### src/pkg/shreg_pkg.sv
// Constants and types of the sign-extend shift register
package shreg_pkg;

	// ==================================================
	// Stage layout
	localparam int STAGES    = 8;
	localparam int FIRST_IDX = 0;
	localparam int LAST_IDX  = STAGES - 1;
	localparam logic [STAGES-1:0] STAGE_ZERO = 8'h00;

	// ==================================================
	// Capture buffer
	localparam int FIFO_DEPTH = 2;
	localparam logic [1:0] CNT_EMPTY = 2'h0;
	localparam logic [1:0] CNT_ONE   = 2'h1;
	localparam logic [1:0] CNT_FULL  = 2'h2;
	localparam logic       PTR_ZERO  = 1'h0;
	localparam logic       PTR_STEP  = 1'h1;

	// ==================================================
	// Clock
	localparam int CLK_PERIOD_NS = 20;

	// ==================================================
	// Decoded operation
	typedef enum logic [3:0] {
		OP_HOLD  = 4'h1,
		OP_LOAD  = 4'h2,
		OP_SHIFT = 4'h4,
		OP_SIGN  = 4'h8
	} op_t;

	// ==================================================
	// Whole module state
	typedef struct packed {
		logic [STAGES-1:0]                 stage;
		logic [FIFO_DEPTH-1:0][STAGES-1:0] mem;
		logic                              wr_ptr;
		logic                              rd_ptr;
		logic [1:0]                        count;
	} state_t;

endpackage

### src/rtl/shift_register_sign_extend.sv
// Eight-stage right shift register with sign extend and shared terminals
`timescale 1ns/1ns
`default_nettype none

// Notes on behaviour
// - A shift fills the first stage from one of two serial inputs.
// - Dedicated cascade output carries the last stage for chaining.
// - Enable and serial/parallel select both low load the terminals.
// - In load mode the terminals are inputs and are not driven.
// - Loads, shifts and sign extends act on the rising clock edge only.
// - Sign extend shifts right while the first stage keeps its value.
// - Clear low zeroes all stages at once, without a clock edge.
// - Output enable touches only terminal drive, never the stages.
// - Enable high holds every stage across clock edges.
// - Normal shift moves each stage one place toward the last.
// - Output enable high puts the terminals in high impedance.
// - Clear during load mode clears stages and keeps terminals undriven.
module shift_register_sign_extend
	import shreg_pkg::*;
(
	input  wire logic              i_clk_sys,
	input  wire logic              i_rst_n,
	input  wire logic              i_async_clear_n,
	input  wire logic              i_register_enable_n,
	input  wire logic              i_serial_parallel_n,
	input  wire logic              i_sign_extend_n,
	input  wire logic              i_serial_input_select,
	input  wire logic              i_serial_in_first,
	input  wire logic              i_serial_in_second,
	input  wire logic              i_output_enable_n,
	input  wire logic [STAGES-1:0] i_io_terminal,
	output logic      [STAGES-1:0] o_io_terminal,
	output logic                   o_io_terminal_oe,
	output logic                   o_cascade_serial_out,
	input  wire logic              i_capture_valid,
	output logic                   o_capture_ready,
	output logic                   o_word_valid,
	output logic      [STAGES-1:0] o_word_data,
	input  wire logic              i_word_ready
);

	// ==================================================
	// Declarations
	state_t            state_r;
	state_t            state_nxt;
	op_t               op;
	logic              fill_bit;
	logic              push;
	logic              pop;
	logic              step_ok;

	// ==================================================
	// Operation decode
	always_comb begin
		if (i_register_enable_n) begin
			op = OP_HOLD;
		end else if (!i_serial_parallel_n) begin
			op = OP_LOAD;
		end else if (i_sign_extend_n) begin
			op = OP_SHIFT;
		end else begin
			op = OP_SIGN;
		end
	end

	assign fill_bit = i_serial_input_select ? i_serial_in_second
	                                        : i_serial_in_first;

	// ==================================================
	// Capture buffer handshake
	assign o_capture_ready = (state_r.count != CNT_FULL);
	assign o_word_valid    = (state_r.count != CNT_EMPTY);
	assign push            = i_capture_valid && o_capture_ready;
	assign pop             = o_word_valid && i_word_ready;
	assign o_word_data     = state_r.mem[state_r.rd_ptr];

	// ==================================================
	// Next state
	always_comb begin
		state_nxt = state_r;
		case (op)
			OP_HOLD: begin
				state_nxt.stage = state_r.stage;
			end
			OP_LOAD: begin
				state_nxt.stage = i_io_terminal;
			end
			OP_SHIFT: begin
				state_nxt.stage = {state_r.stage[LAST_IDX-1:FIRST_IDX],
				                   fill_bit};
			end
			OP_SIGN: begin
				state_nxt.stage = {state_r.stage[LAST_IDX-1:FIRST_IDX],
				                   state_r.stage[FIRST_IDX]};
			end
			default: begin
				state_nxt.stage = state_r.stage;
			end
		endcase
		if (push) begin
			state_nxt.mem[state_r.wr_ptr] = state_r.stage;
			state_nxt.wr_ptr = state_r.wr_ptr + PTR_STEP;
		end
		if (pop) begin
			state_nxt.rd_ptr = state_r.rd_ptr + PTR_STEP;
		end
		if (push && !pop) begin
			state_nxt.count = state_r.count + CNT_ONE;
		end else if (pop && !push) begin
			state_nxt.count = state_r.count - CNT_ONE;
		end
		if (!i_rst_n) begin
			state_nxt = '0;
		end
	end

	// ==================================================
	// State register
	// rising clock edge only; clear low zeroes it at once
	always_ff @(posedge i_clk_sys or negedge i_async_clear_n) begin
		if (!i_async_clear_n) begin
			state_r <= '0;
		end else begin
			state_r <= state_nxt;
		end
	end

	// ==================================================
	// Pins
	assign o_io_terminal = state_r.stage;
	// clear does not change the release
	assign o_io_terminal_oe = !i_output_enable_n && (op != OP_LOAD);
	assign o_cascade_serial_out = state_r.stage[LAST_IDX];

	// ==================================================
	// Checks
	assign step_ok = i_rst_n && i_async_clear_n;

	property p_fill_select;
		@(posedge i_clk_sys) disable iff (!i_rst_n || !i_async_clear_n)
		(step_ok && op == OP_SHIFT) |=>
			state_r.stage[FIRST_IDX] ==
			($past(i_serial_input_select) ? $past(i_serial_in_second)
			                              : $past(i_serial_in_first));
	endproperty
	a_fill_select: assert property (p_fill_select)
		else $error("first stage not filled from selected input");

	property p_cascade;
		@(posedge i_clk_sys) disable iff (!i_rst_n || !i_async_clear_n)
		(step_ok && (op == OP_SHIFT || op == OP_SIGN)) |=>
			o_cascade_serial_out == $past(state_r.stage[LAST_IDX-1]);
	endproperty
	a_cascade: assert property (p_cascade)
		else $error("cascade output does not follow last stage");

	property p_load;
		@(posedge i_clk_sys) disable iff (!i_rst_n || !i_async_clear_n)
		(step_ok && op == OP_LOAD) |=> o_io_terminal == $past(i_io_terminal);
	endproperty
	a_load: assert property (p_load)
		else $error("parallel load missed terminal levels");

	property p_load_release;
		@(posedge i_clk_sys) disable iff (!i_rst_n)
		(!i_register_enable_n && !i_serial_parallel_n) |->
			!o_io_terminal_oe;
	endproperty
	a_load_release: assert property (p_load_release)
		else $error("terminals driven during load mode");

	property p_no_fall_change;
		@(posedge i_clk_sys) disable iff (!i_rst_n || !i_async_clear_n)
		step_ok |=> state_r.stage == $past(state_nxt.stage);
	endproperty
	a_no_fall_change: assert property (p_no_fall_change)
		else $error("stages changed on falling clock edge");

	property p_sign;
		@(posedge i_clk_sys) disable iff (!i_rst_n || !i_async_clear_n)
		(step_ok && op == OP_SIGN) |=>
			state_r.stage == {$past(state_r.stage[LAST_IDX-1:FIRST_IDX]),
			                  $past(state_r.stage[FIRST_IDX])};
	endproperty
	a_sign: assert property (p_sign)
		else $error("sign extend shift wrong");

	property p_clear;
		@(posedge i_clk_sys) disable iff (!i_rst_n)
		!i_async_clear_n |-> (state_r.stage == STAGE_ZERO);
	endproperty
	a_clear: assert property (p_clear)
		else $error("stages not zero while clear is low");

	property p_oe_no_effect;
		@(posedge i_clk_sys) disable iff (!i_rst_n || !i_async_clear_n)
		(step_ok && i_output_enable_n && op == OP_SHIFT) |=>
			state_r.stage[LAST_IDX:FIRST_IDX+1] ==
			$past(state_r.stage[LAST_IDX-1:FIRST_IDX]);
	endproperty
	a_oe_no_effect: assert property (p_oe_no_effect)
		else $error("shift stopped while outputs disabled");

	property p_hold;
		@(posedge i_clk_sys) disable iff (!i_rst_n || !i_async_clear_n)
		(step_ok && op == OP_HOLD) |=> $stable(state_r.stage);
	endproperty
	a_hold: assert property (p_hold)
		else $error("stages changed during hold");

	property p_shift;
		@(posedge i_clk_sys) disable iff (!i_rst_n || !i_async_clear_n)
		(step_ok && op == OP_SHIFT) [*2] |=>
			state_r.stage[LAST_IDX:FIRST_IDX+1] ==
			$past(state_r.stage[LAST_IDX-1:FIRST_IDX]);
	endproperty
	a_shift: assert property (p_shift)
		else $error("stages did not move toward last stage");

	property p_oe_off;
		@(posedge i_clk_sys) disable iff (!i_rst_n)
		i_output_enable_n |-> !o_io_terminal_oe;
	endproperty
	a_oe_off: assert property (p_oe_off)
		else $error("terminals driven with output enable high");

	property p_fifo_bound;
		@(posedge i_clk_sys) disable iff (!i_rst_n || !i_async_clear_n)
		(step_ok && state_r.count == CNT_FULL && i_capture_valid &&
		 !i_word_ready) |=>
			state_r.count == CNT_FULL && $stable(state_r.mem);
	endproperty
	a_fifo_bound: assert property (p_fifo_bound)
		else $error("capture accepted while buffer full");

	property p_sync_reset;
		@(posedge i_clk_sys) disable iff (!i_async_clear_n)
		!i_rst_n |=> state_r.stage == STAGE_ZERO && !o_word_valid;
	endproperty
	a_sync_reset: assert property (p_sync_reset)
		else $error("synchronous reset left state behind");

	property p_push_store;
		@(posedge i_clk_sys) disable iff (!i_rst_n || !i_async_clear_n)
		(step_ok && push && state_r.count == CNT_EMPTY) |=>
			o_word_valid && o_word_data == $past(state_r.stage);
	endproperty
	a_push_store: assert property (p_push_store)
		else $error("captured word not presented");

	property p_pop_count;
		@(posedge i_clk_sys) disable iff (!i_rst_n || !i_async_clear_n)
		(step_ok && pop && !push) |=>
			state_r.count == $past(state_r.count) - CNT_ONE;
	endproperty
	a_pop_count: assert property (p_pop_count)
		else $error("buffer count did not drop after pop");

	property p_hold_drive;
		@(posedge i_clk_sys) disable iff (!i_rst_n)
		(!i_output_enable_n && i_register_enable_n) |-> o_io_terminal_oe;
	endproperty
	a_hold_drive: assert property (p_hold_drive)
		else $error("terminals released in hold mode");

	property p_clear_empties;
		@(posedge i_clk_sys) disable iff (!i_rst_n)
		!i_async_clear_n |-> !o_word_valid && o_capture_ready;
	endproperty
	a_clear_empties: assert property (p_clear_empties)
		else $error("buffer kept words while clear is low");

	c_load_then_shift: cover property (
		@(posedge i_clk_sys) disable iff (!i_rst_n)
		(op == OP_LOAD) ##1 (op == OP_SHIFT) [*3]);
	c_sign_run: cover property (
		@(posedge i_clk_sys) disable iff (!i_rst_n)
		(op == OP_SIGN) [*4]);
	c_clear_in_load: cover property (
		@(posedge i_clk_sys) disable iff (!i_rst_n)
		!i_async_clear_n && op == OP_LOAD);
	c_fifo_full: cover property (
		@(posedge i_clk_sys) disable iff (!i_rst_n)
		state_r.count == CNT_FULL ##1 pop);
	c_full_refused: cover property (
		@(posedge i_clk_sys) disable iff (!i_rst_n)
		state_r.count == CNT_FULL && i_capture_valid);

endmodule

`default_nettype wire

### config.mk
export PLATFORM = sky130hd
export DESIGN_NAME = shift_register_sign_extend
export DESIGN_NICKNAME = d
export VERILOG_FILES = /design/src/pkg/shreg_pkg.sv /design/src/rtl/shift_register_sign_extend.sv
export SDC_FILE = /design/constraint.sdc
export NUM_CORES = 1
export LEC_CHECK = 0
export BUFFER_PORTS_ARGS = -buffer_cell sky130_fd_sc_hd__buf_2
export CORE_MARGIN = 3
export CORE_UTILIZATION = 30
export DETAILED_ROUTE_END_ITERATION = 16
export PLACE_DENSITY = 0.56
export SETUP_SLACK_MARGIN = 0.02
export SLEW_MARGIN = 15
export SYNTH_ARGS = -nofsm -noshare
export SYNTH_HDL_FRONTEND = slang
export SYNTH_SLANG_ARGS = --single-unit
### constraint.sdc
create_clock -name i_clk_sys -period 1.26 [get_ports i_clk_sys]
set_input_delay 0 -clock i_clk_sys [delete_from_list [all_inputs] [get_ports i_clk_sys]]
set_output_delay 0 -clock i_clk_sys [all_outputs]
set_load 0.02 [all_outputs]
==> results by group, run 1 <==
Status
  – Run status: finished with violations
  – Failing checks: setup timing

Run
  – Max cap viols: 0

Timing
  – Worst Hold Margin: 0.0323 ns
  – Skew final: 0.00318 ns
  – Final critical-path required period: 1.28 ns
  – Worst slew margin: 0.591
  – Slew Limit Fails: 0
  – Final setup fails: 9
  – Final worst setup slack: -0.0151 ns
  – Tightest Pin Transition: 0.613 ns
  – F_max: 784 MHz
  – RSZ-0062 raised after global routing: true
  – Fin crit share: 1.01
  – Final hold vios: 0

Global routing
  – Grt ovf: 0
  – Largest net degree at the start of global routing: 29
  – Initial antenna violation count: 0
  – Number of global-route vias before repair: 1091
  – GR Util All Layers: 0.125
  – First-pass GRT wire length: 5360 um

Clock network
  – TritonCTS Sinks: 28
  – Skew-Pair Late Insertion Delay: 0.27 ns
  – Clock root buffer: clkbuf_8
  – Num CTS Buffers: 3
  – CTS H-tree lvls: 1
  – Max Buffers Root-to-Sink: 2
  – Clk pin slew, worst setup/hold paths: 0.09 ns
  – CTS tree: yes

Routing
  – Via Count: 1077
  – Final Routed Wirelength: 3280 um
  – Drc violations: 0
  – Top sig layer: met4
  – Met2 wire len: 1670 um
  – Drt pass-1 iters: 4
  – Wirelength per Cell: 15.4 um
  – Drt initial violations: 68
  – Met1 Wirelength: 1460 um
  – DR vias/cell: 5.06
  – Met3 routed WL: 127 um
  – Post-route ant nets: 0

Place
  – Place WS: -0.0927 ns
  – Port buffer count: 39
  – Routability cong.: 0.762
  – Post-DP HPWL: 2470 um

Floorplanning
  – FP Rows: 24
  – DIE AREA: 5650 sq um
  – Die width: 75.1 um
  – Top Ports: 40
  – Core area: 4470 sq um
  – Initial Util: 0.320
  – Die height: 75.1 um

Critical path
  – Critical path class: flop to flop
  – CP startpoint kind: flop
  – Crit path cell chain: and2b_4, inv_4, a31oi_4, a32o_1
  – CP required: 1.47 ns
  – Crit. End Element: flop
  – CP max FO: 8
  – Crit path DAT: 1.49 ns
  – Cell family contributing the most delay on the critical path: compound AO/OA/AOI/OAI gates
  – Buf/Inv on CP: 1
  – Slowest cell on crit path: dfrtp_1
  – CP peak stage delay: 0.39 ns

Logic synthesis
  – Post-Synthesis Net Count: 140
  – Mean Syn Cell Area: 11.9 sq um
  – Synth Warn #: 0
  – Yosys cell types: 29
  – Gate Count Post-Synth: 120
  – FF+latch count, synth: 28
  – Most used DFF post-synth: dfrtp_1
  – Synthesized area: 1430 sq um
  – Post-synthesis async set-or-reset flop share: 1.00
  – Post-synth EDFFs: 0
  – Register area share after synthesis: 0.489

Finish
  – Antenna Cells: 0
  – Fill cells: 413
  – Share of cells above drive strength 1: 0.429
  – # nets final: 182
  – Final Util: 0.417
  – Multi-input gate area: 662 sq um
  – Most frequent cells in the layout: 30 x buf_2, 27 x dfrtp_1, 11 x nor2_1, 11 x buf_6
  – Most common library cell in the layout ignoring fill and taps: buf_2
  – Storage element area: 702 sq um
  – Area growth syn-to-layout: 30.0%

Power and ir drop
  – Clock Power Share: 0.346
  – Seq pwr share: 0.476
  – Design internal power: 1520 uW
  – Switch Pwr: 501 uW
  – Worst vdd ir: 0.571 mV
  – Cell area power density: 1080 nW/um^2
  – Comb pwr share: 0.178
  – Sw Share: 0.248
  – Static leakage: 0.000923 uW
  – Overall power: 2020 uW

Worst hold path
  – Hold Path Class: input pin to flop
-- tightest hold or removal path: cells and delay by family --
family                 cells  cell delay (ns)
AO/OA/AOI/OAI              2             0.13
buffers and inverters      1             0.13
-- cell families (layout without fill, tap and decap cells) --
logic type	after synthesis	after routing	synth area share
compound gates	28	28	0.171
buf+inv	17	58	0.0672
xor+xnor	1	1	0.00611
simple gates	23	23	0.0934
mux	23	23	0.174
flops	28	28	0.489
-- metrics by stage --
step / setup TNS, ns / area [sq um] / cells
floorplan: 0 / 1430 / 120
global placement: -0.446 / 1650 / 203
detailed placement: -0.600 / 1650 / 203
CTS: -0.0849 / 1810 / 212
global route: -1.16 / 1860 / 213
finish: -0.0574 / 1860 / 213
-- cells in the mapped netlist, types with 2 or more instances --
| master | count | area, sq um |
|---|---|---|
| a22o_1 | 8 | 70.1 |
| buf_2 | 2 | 10.0 |
| buf_4 | 8 | 60.1 |
| mux2i_1 | 8 | 80.1 |
| or3_1 | 2 | 12.5 |
| clkbuf_1 | 2 | 7.51 |
| nand2_1 | 3 | 11.3 |
| o21ai_0 | 4 | 20.0 |
| inv_2 | 3 | 11.3 |
| a31oi_1 | 2 | 12.5 |
| mux2_1 | 7 | 78.8 |
| dfrtp_1 | 28 | 701 |
| nor2_1 | 11 | 41.3 |
| a32o_1 | 8 | 80.1 |
| mux2_2 | 8 | 90.1 |
| a21oi_1 | 3 | 15.0 |
-- sequential cells by signal (all words and copies together), names as in the netlist --
signal / flops
state_r: 20
o_io_terminal: 8
-- area by class of cell --
cell class	count	share of cell area
well taps	52	0.0349
flip-flops and latches	28	0.377
clock buffers	3	0.0221
repair buffers	50	0.186
multi-input cells	75	0.355
inverters	4	0.00940
clock inverters	1	0.0161
-- metal layers --
layer | vias up | global-route usage
li1 | 516 | -
met1 | 533 | 0.168
met2 | 26 | 0.208
met3 | 2 | 0.0187
met4 | 0 | 0.0408
met5 | - | 0
-- path summary, 6_finish.rpt --
kind	start	end	slack, ns	cells past startpoint
max	state_r[0]	state_r[17]	-0.02	4
min	i_word_ready	state_r[0]	0.03	3
max reg2reg	state_r[0]	state_r[17]	-0.02	4
min reg2reg	state_r[15]	state_r[15]	0.50	1
max in group asynchronous	i_async_clear_n	state_r[2]	0.57	2
min in group asynchronous	i_async_clear_n	state_r[13]	0.27	2
-- power by group through the flow --
stage	sequential (uW)	combinational (uW)	clock, uW
2_1_floorplan	975	207	0
3_3_place_gp	985	300	0
3_5_place_dp	987	308	0
4_1_cts	962	349	716
5_1_grt	968	395	746
6_report	962	361	699
-- timing repair --
action | in CTS | in global routing
hold buffers | 2 | 0
resized for setup | 15 | 15
pin swaps | 14 | 2
setup endpoints to repair | 24 | 26
hold endpoints to repair | 29 | 0
buffers inserted | 3 | 1
Power figures use the tool's default switching activity.
==> inputs of run 2 (changes only) <==
Settings changed: SKIP_LAST_GASP set to 1.
==> results by group, run 2 (synthesized netlist as in run 1, its figures left out) <==
Critical path
  – CP max FO: 8
  – CP startpoint kind: flop
  – Crit. End Element: flop
  – Critical path class: flop to flop
  – CP required: 1.47 ns
  – Crit path DAT: 1.49 ns

Floorplanning
  – DIE AREA: 5650 sq um
  – Core area: 4470 sq um
  – Die height: 75.1 um
  – Die width: 75.1 um
  – Initial Util: 0.320
  – FP Rows: 24
  – Top Ports: 40

Finish
  – Share of cells above drive strength 1: 0.429
  – Area growth syn-to-layout: 29.8%
  – Most frequent cells in the layout: 30 x buf_2, 27 x dfrtp_1, 11 x nor2_1, 11 x buf_6
  – Max reg flops: 20
  – Final Util: 0.416
  – # nets final: 182
  – Fill cells: 412
  – Largest reg by FF count: state_r
  – Most common library cell in the layout ignoring fill and taps: buf_2
  – Antenna Cells: 0
  – Non-Filler Instances: 213

Place
  – Post-DP HPWL: 2470 um
  – Cells after DPL: 203
  – Port buffer count: 39
  – Place WS: -0.0927 ns
  – Routability cong.: 0.762

Global routing
  – Largest net degree at the start of global routing: 29
  – First-pass GRT wire length: 5340 um
  – Initial antenna violation count: 0
  – Number of global-route vias before repair: 1091
  – Grt ovf: 0
  – GR Util All Layers: 0.125

Routing
  – Wirelength per Cell: 15.4 um
  – Drt initial violations: 64
  – Drc violations: 0
  – Via Count: 1081
  – Post-route ant nets: 0
  – Drt pass-1 iters: 4
  – Final Routed Wirelength: 3280 um
  – DR vias/cell: 5.08

Clock network
  – Num CTS Buffers: 3
  – Clock root buffer: clkbuf_8
  – Skew-Pair Late Insertion Delay: 0.27 ns
  – TritonCTS Sinks: 28
  – Max Buffers Root-to-Sink: 2
  – Clk pin slew, worst setup/hold paths: 0.09 ns
  – CTS tree: yes
  – CTS H-tree lvls: 1

Timing
  – Fin crit share: 1.01
  – Setup TNS: -0.0666 ns
  – Skew final: 0.00336 ns
  – F_max: 782 MHz
  – Final worst setup slack: -0.0181 ns
  – Final hold vios: 0
  – Worst slew margin: 0.591
  – Slew Limit Fails: 0
  – Tightest Pin Transition: 0.613 ns
  – Final critical-path required period: 1.28 ns
  – RSZ-0062 raised after global routing: true
  – Final setup fails: 10

Status
  – Failing checks: setup timing
  – Run status: finished with violations

Run
  – Max cap viols: 0

Power and ir drop
  – Worst vdd ir: 0.571 mV
  – Overall power: 2020 uW
  – Cell area power density: 1090 nW/um^2
  – Static leakage: 0.000922 uW

Worst hold path
  – Hold Path Class: input pin to flop
run 2: cell counts in the layout (fill, tap and decap cells not counted):
No cell type changed its count.
run 2: per-stage QoR:
stage	hold WS (ns)	area, sq um
after global routing	0.0454	1860
after CTS	0.0342	1770
after detailed placement	0.0468	1650
final	0.0323	1860
after global placement	0.0430	1650
after floorplan	-0.296	1430
run 2: metal layers:
metal	vias to the layer above	wire, um	GRT usage
met2	32	1640	0.207
li1	516	-	-
met1	531	1470	0.167
met3	2	137	0.0187
met4	0	26	0.0427
met5	-	0	0
run 2: path summary, 6_finish.rpt:
path / end / cells past startpoint / slack (ns) / startpoint
max reg2reg: state_r[17] / 4 / -0.02 / state_r[0]
max in group asynchronous: state_r[2] / 2 / 0.57 / i_async_clear_n
min reg2reg: state_r[18] / 1 / 0.50 / state_r[18]
min: state_r[0] / 3 / 0.03 / i_word_ready
min in group asynchronous: state_r[13] / 2 / 0.26 / i_async_clear_n
max: state_r[17] / 4 / -0.02 / state_r[0]
run 2: layout make-up:
type / count / area (sq um) / share of cell area
multi-input cells: 75 / 658 / 0.354
clock inverters: 1 / 30.0 / 0.0161
repair buffers: 50 / 347 / 0.186
flip-flops and latches: 28 / 702 / 0.377
clock buffers: 3 / 41.3 / 0.0222
inverters: 4 / 17.5 / 0.00941
well taps: 52 / 65.1 / 0.0350
run 2: repair_timing:
action	in CTS	in global routing
buffers inserted	3	1
hold endpoints to repair	29	0
pin swaps	14	2
resized for setup	5	24
cloned	0	0
hold buffers	2	0
setup endpoints to repair	24	26
run 2: worst max-delay path, stage by stage, from the launching register on:
cell,delay [ns]
dfrtp_1,0.39
and2b_4,0.33
inv_4,0.05
a31oi_4,0.26
a32o_1,0.18
run 2: report_power, final:
part | internal [uW] | switching (uW) | leakage, uW
clock network | 425 | 274 | 0.0000357
registers | 930 | 31.8 | 0.000382
logic | 166 | 194 | 0.000504
==> inputs of run 3 (changes only) <==
Settings changed: CTS_CLUSTER_DIAMETER set to 30, RECOVER_POWER set to 50.
==> results by group, run 3 (synthesized netlist as in run 1, its figures left out) <==
Status
  – Run status: finished with violations
  – Failing checks: setup timing

Clock network
  – Clock root buffer: clkbuf_8
  – Skew-Pair Late Insertion Delay: 0.27 ns
  – TritonCTS Sinks: 28
  – CTS H-tree lvls: 1
  – Clk pin slew, worst setup/hold paths: 0.09 ns
  – Num CTS Buffers: 3
  – CTS tree: yes
  – Max Buffers Root-to-Sink: 2

Finish
  – Most frequent cells in the layout: 28 x buf_2, 27 x dfrtp_1, 11 x nor2_1, 11 x buf_6
  – Max reg flops: 20
  – # nets final: 182
  – Share of cells above drive strength 1: 0.422
  – Non-Filler Instances: 213
  – Area growth syn-to-layout: 29.7%
  – Antenna Cells: 0
  – Largest reg by FF count: state_r
  – Most common library cell in the layout ignoring fill and taps: buf_2

Timing
  – Slew Limit Fails: 0
  – Final worst setup slack: -0.0181 ns
  – Skew final: 0.00336 ns
  – Final hold vios: 0
  – Final critical-path required period: 1.28 ns
  – Final setup fails: 10
  – Fin crit share: 1.01
  – F_max: 782 MHz
  – Worst slew margin: 0.544
  – RSZ-0062 raised after global routing: true
  – Tightest Pin Transition: 0.685 ns

Place
  – Cells after DPL: 203
  – Port buffer count: 39
  – Place WS: -0.0927 ns
  – Post-DP HPWL: 2470 um
  – Routability cong.: 0.762

Routing
  – Via Count: 1081
  – Wirelength per Cell: 15.4 um
  – Drc violations: 0
  – Post-route ant nets: 0
  – Drt initial violations: 64
  – Final Routed Wirelength: 3280 um
  – DR vias/cell: 5.08
  – Drt pass-1 iters: 4

Floorplanning
  – FP Rows: 24
  – Core area: 4470 sq um
  – Initial Util: 0.320
  – Die height: 75.1 um
  – Die width: 75.1 um
  – DIE AREA: 5650 sq um
  – Top Ports: 40

Run
  – Max cap viols: 0

Critical path
  – Critical path class: flop to flop
  – CP startpoint kind: flop
  – Crit. End Element: flop
  – CP max FO: 8
  – Crit path DAT: 1.49 ns
  – CP required: 1.47 ns

Global routing
  – Largest net degree at the start of global routing: 29
  – Initial antenna violation count: 0
  – First-pass GRT wire length: 5340 um
  – GR Util All Layers: 0.125
  – Grt ovf: 0
  – Number of global-route vias before repair: 1091

Power and ir drop
  – Static leakage: 0.000919 uW
  – Overall power: 2020 uW
  – Worst vdd ir: 0.571 mV
  – Cell area power density: 1090 nW/um^2

Worst hold path
  – Hold Path Class: input pin to flop
-- run 3: cell types whose count changed in the layout (fill, tap and decap cells not counted) --
| cell | delta |
|---|---|
| buf_2 | -2 |
| clkbuf_1 | +1 |
| clkbuf_2 | +1 |
-- run 3: area by class of cell --
cell class | instances | area (sq um)
flip-flops and latches | 28 | 702
well taps | 52 | 65.1
fillers | 413 | 2620
multi-input cells | 75 | 658
inverters | 4 | 17.5
repair buffers | 50 | 345
clock buffers | 3 | 41.3
clock inverters | 1 | 30.0
-- run 3: final timing paths --
| kind | from | to | slack [ns] | cells after the start |
|---|---|---|---|---|
| max in group asynchronous | i_async_clear_n | state_r[2] | 0.50 | 2 |
| worst max-delay path | state_r[0] | state_r[17] | -0.02 | 4 |
| worst min register to register | state_r[18] | state_r[18] | 0.50 | 1 |
| worst min-delay path | i_word_ready | state_r[0] | 0.03 | 3 |
| min in group asynchronous | i_async_clear_n | state_r[13] | 0.29 | 2 |
| worst max register to register | state_r[0] | state_r[17] | -0.02 | 4 |
-- run 3: report_power, final --
group | internal (uW) | leakage, uW | switching (uW) | total, uW
sequential | 930 | 0.000382 | 31.8 | 962
clock | 425 | 0.0000357 | 274 | 699
combinational | 165 | 0.000501 | 194 | 360
-- run 3: metal layers --
layer	up-vias	part of all wire	track usage
met5	-	0	0
met4	0	0.0079	0.0427
met3	2	0.042	0.0187
met2	32	0.50	0.207
met1	531	0.45	0.167
li1	516	-	-
-- run 3: through the flow --
stage	setup TNS [ns]	instance area [sq um]	hold WS [ns]	utilization
2_1_floorplan	0	1430	-0.296	-
3_3_place_gp	-0.446	1650	0.0430	0.369
3_5_place_dp	-0.600	1650	0.0468	0.369
4_1_cts	-0.159	1770	0.0342	0.397
5_1_grt	-1.21	1860	0.0454	0.416
6_report	-0.0666	1860	0.0323	0.416
-- run 3: critical path, stage by stage, from the launching register on --
cell	delay, ns
dfrtp_1	0.39
and2b_4	0.33
inv_4	0.05
a31oi_4	0.26
a32o_1	0.18
-- run 3: timing repair --
item / in CTS / in global routing
hold endpoints to repair: 29 / 0
resized for setup: 5 / 24
setup buffers: 3 / 1
hold buffers: 2 / 0
pin swaps: 14 / 2
endpoints found under the setup margin: 24 / 26
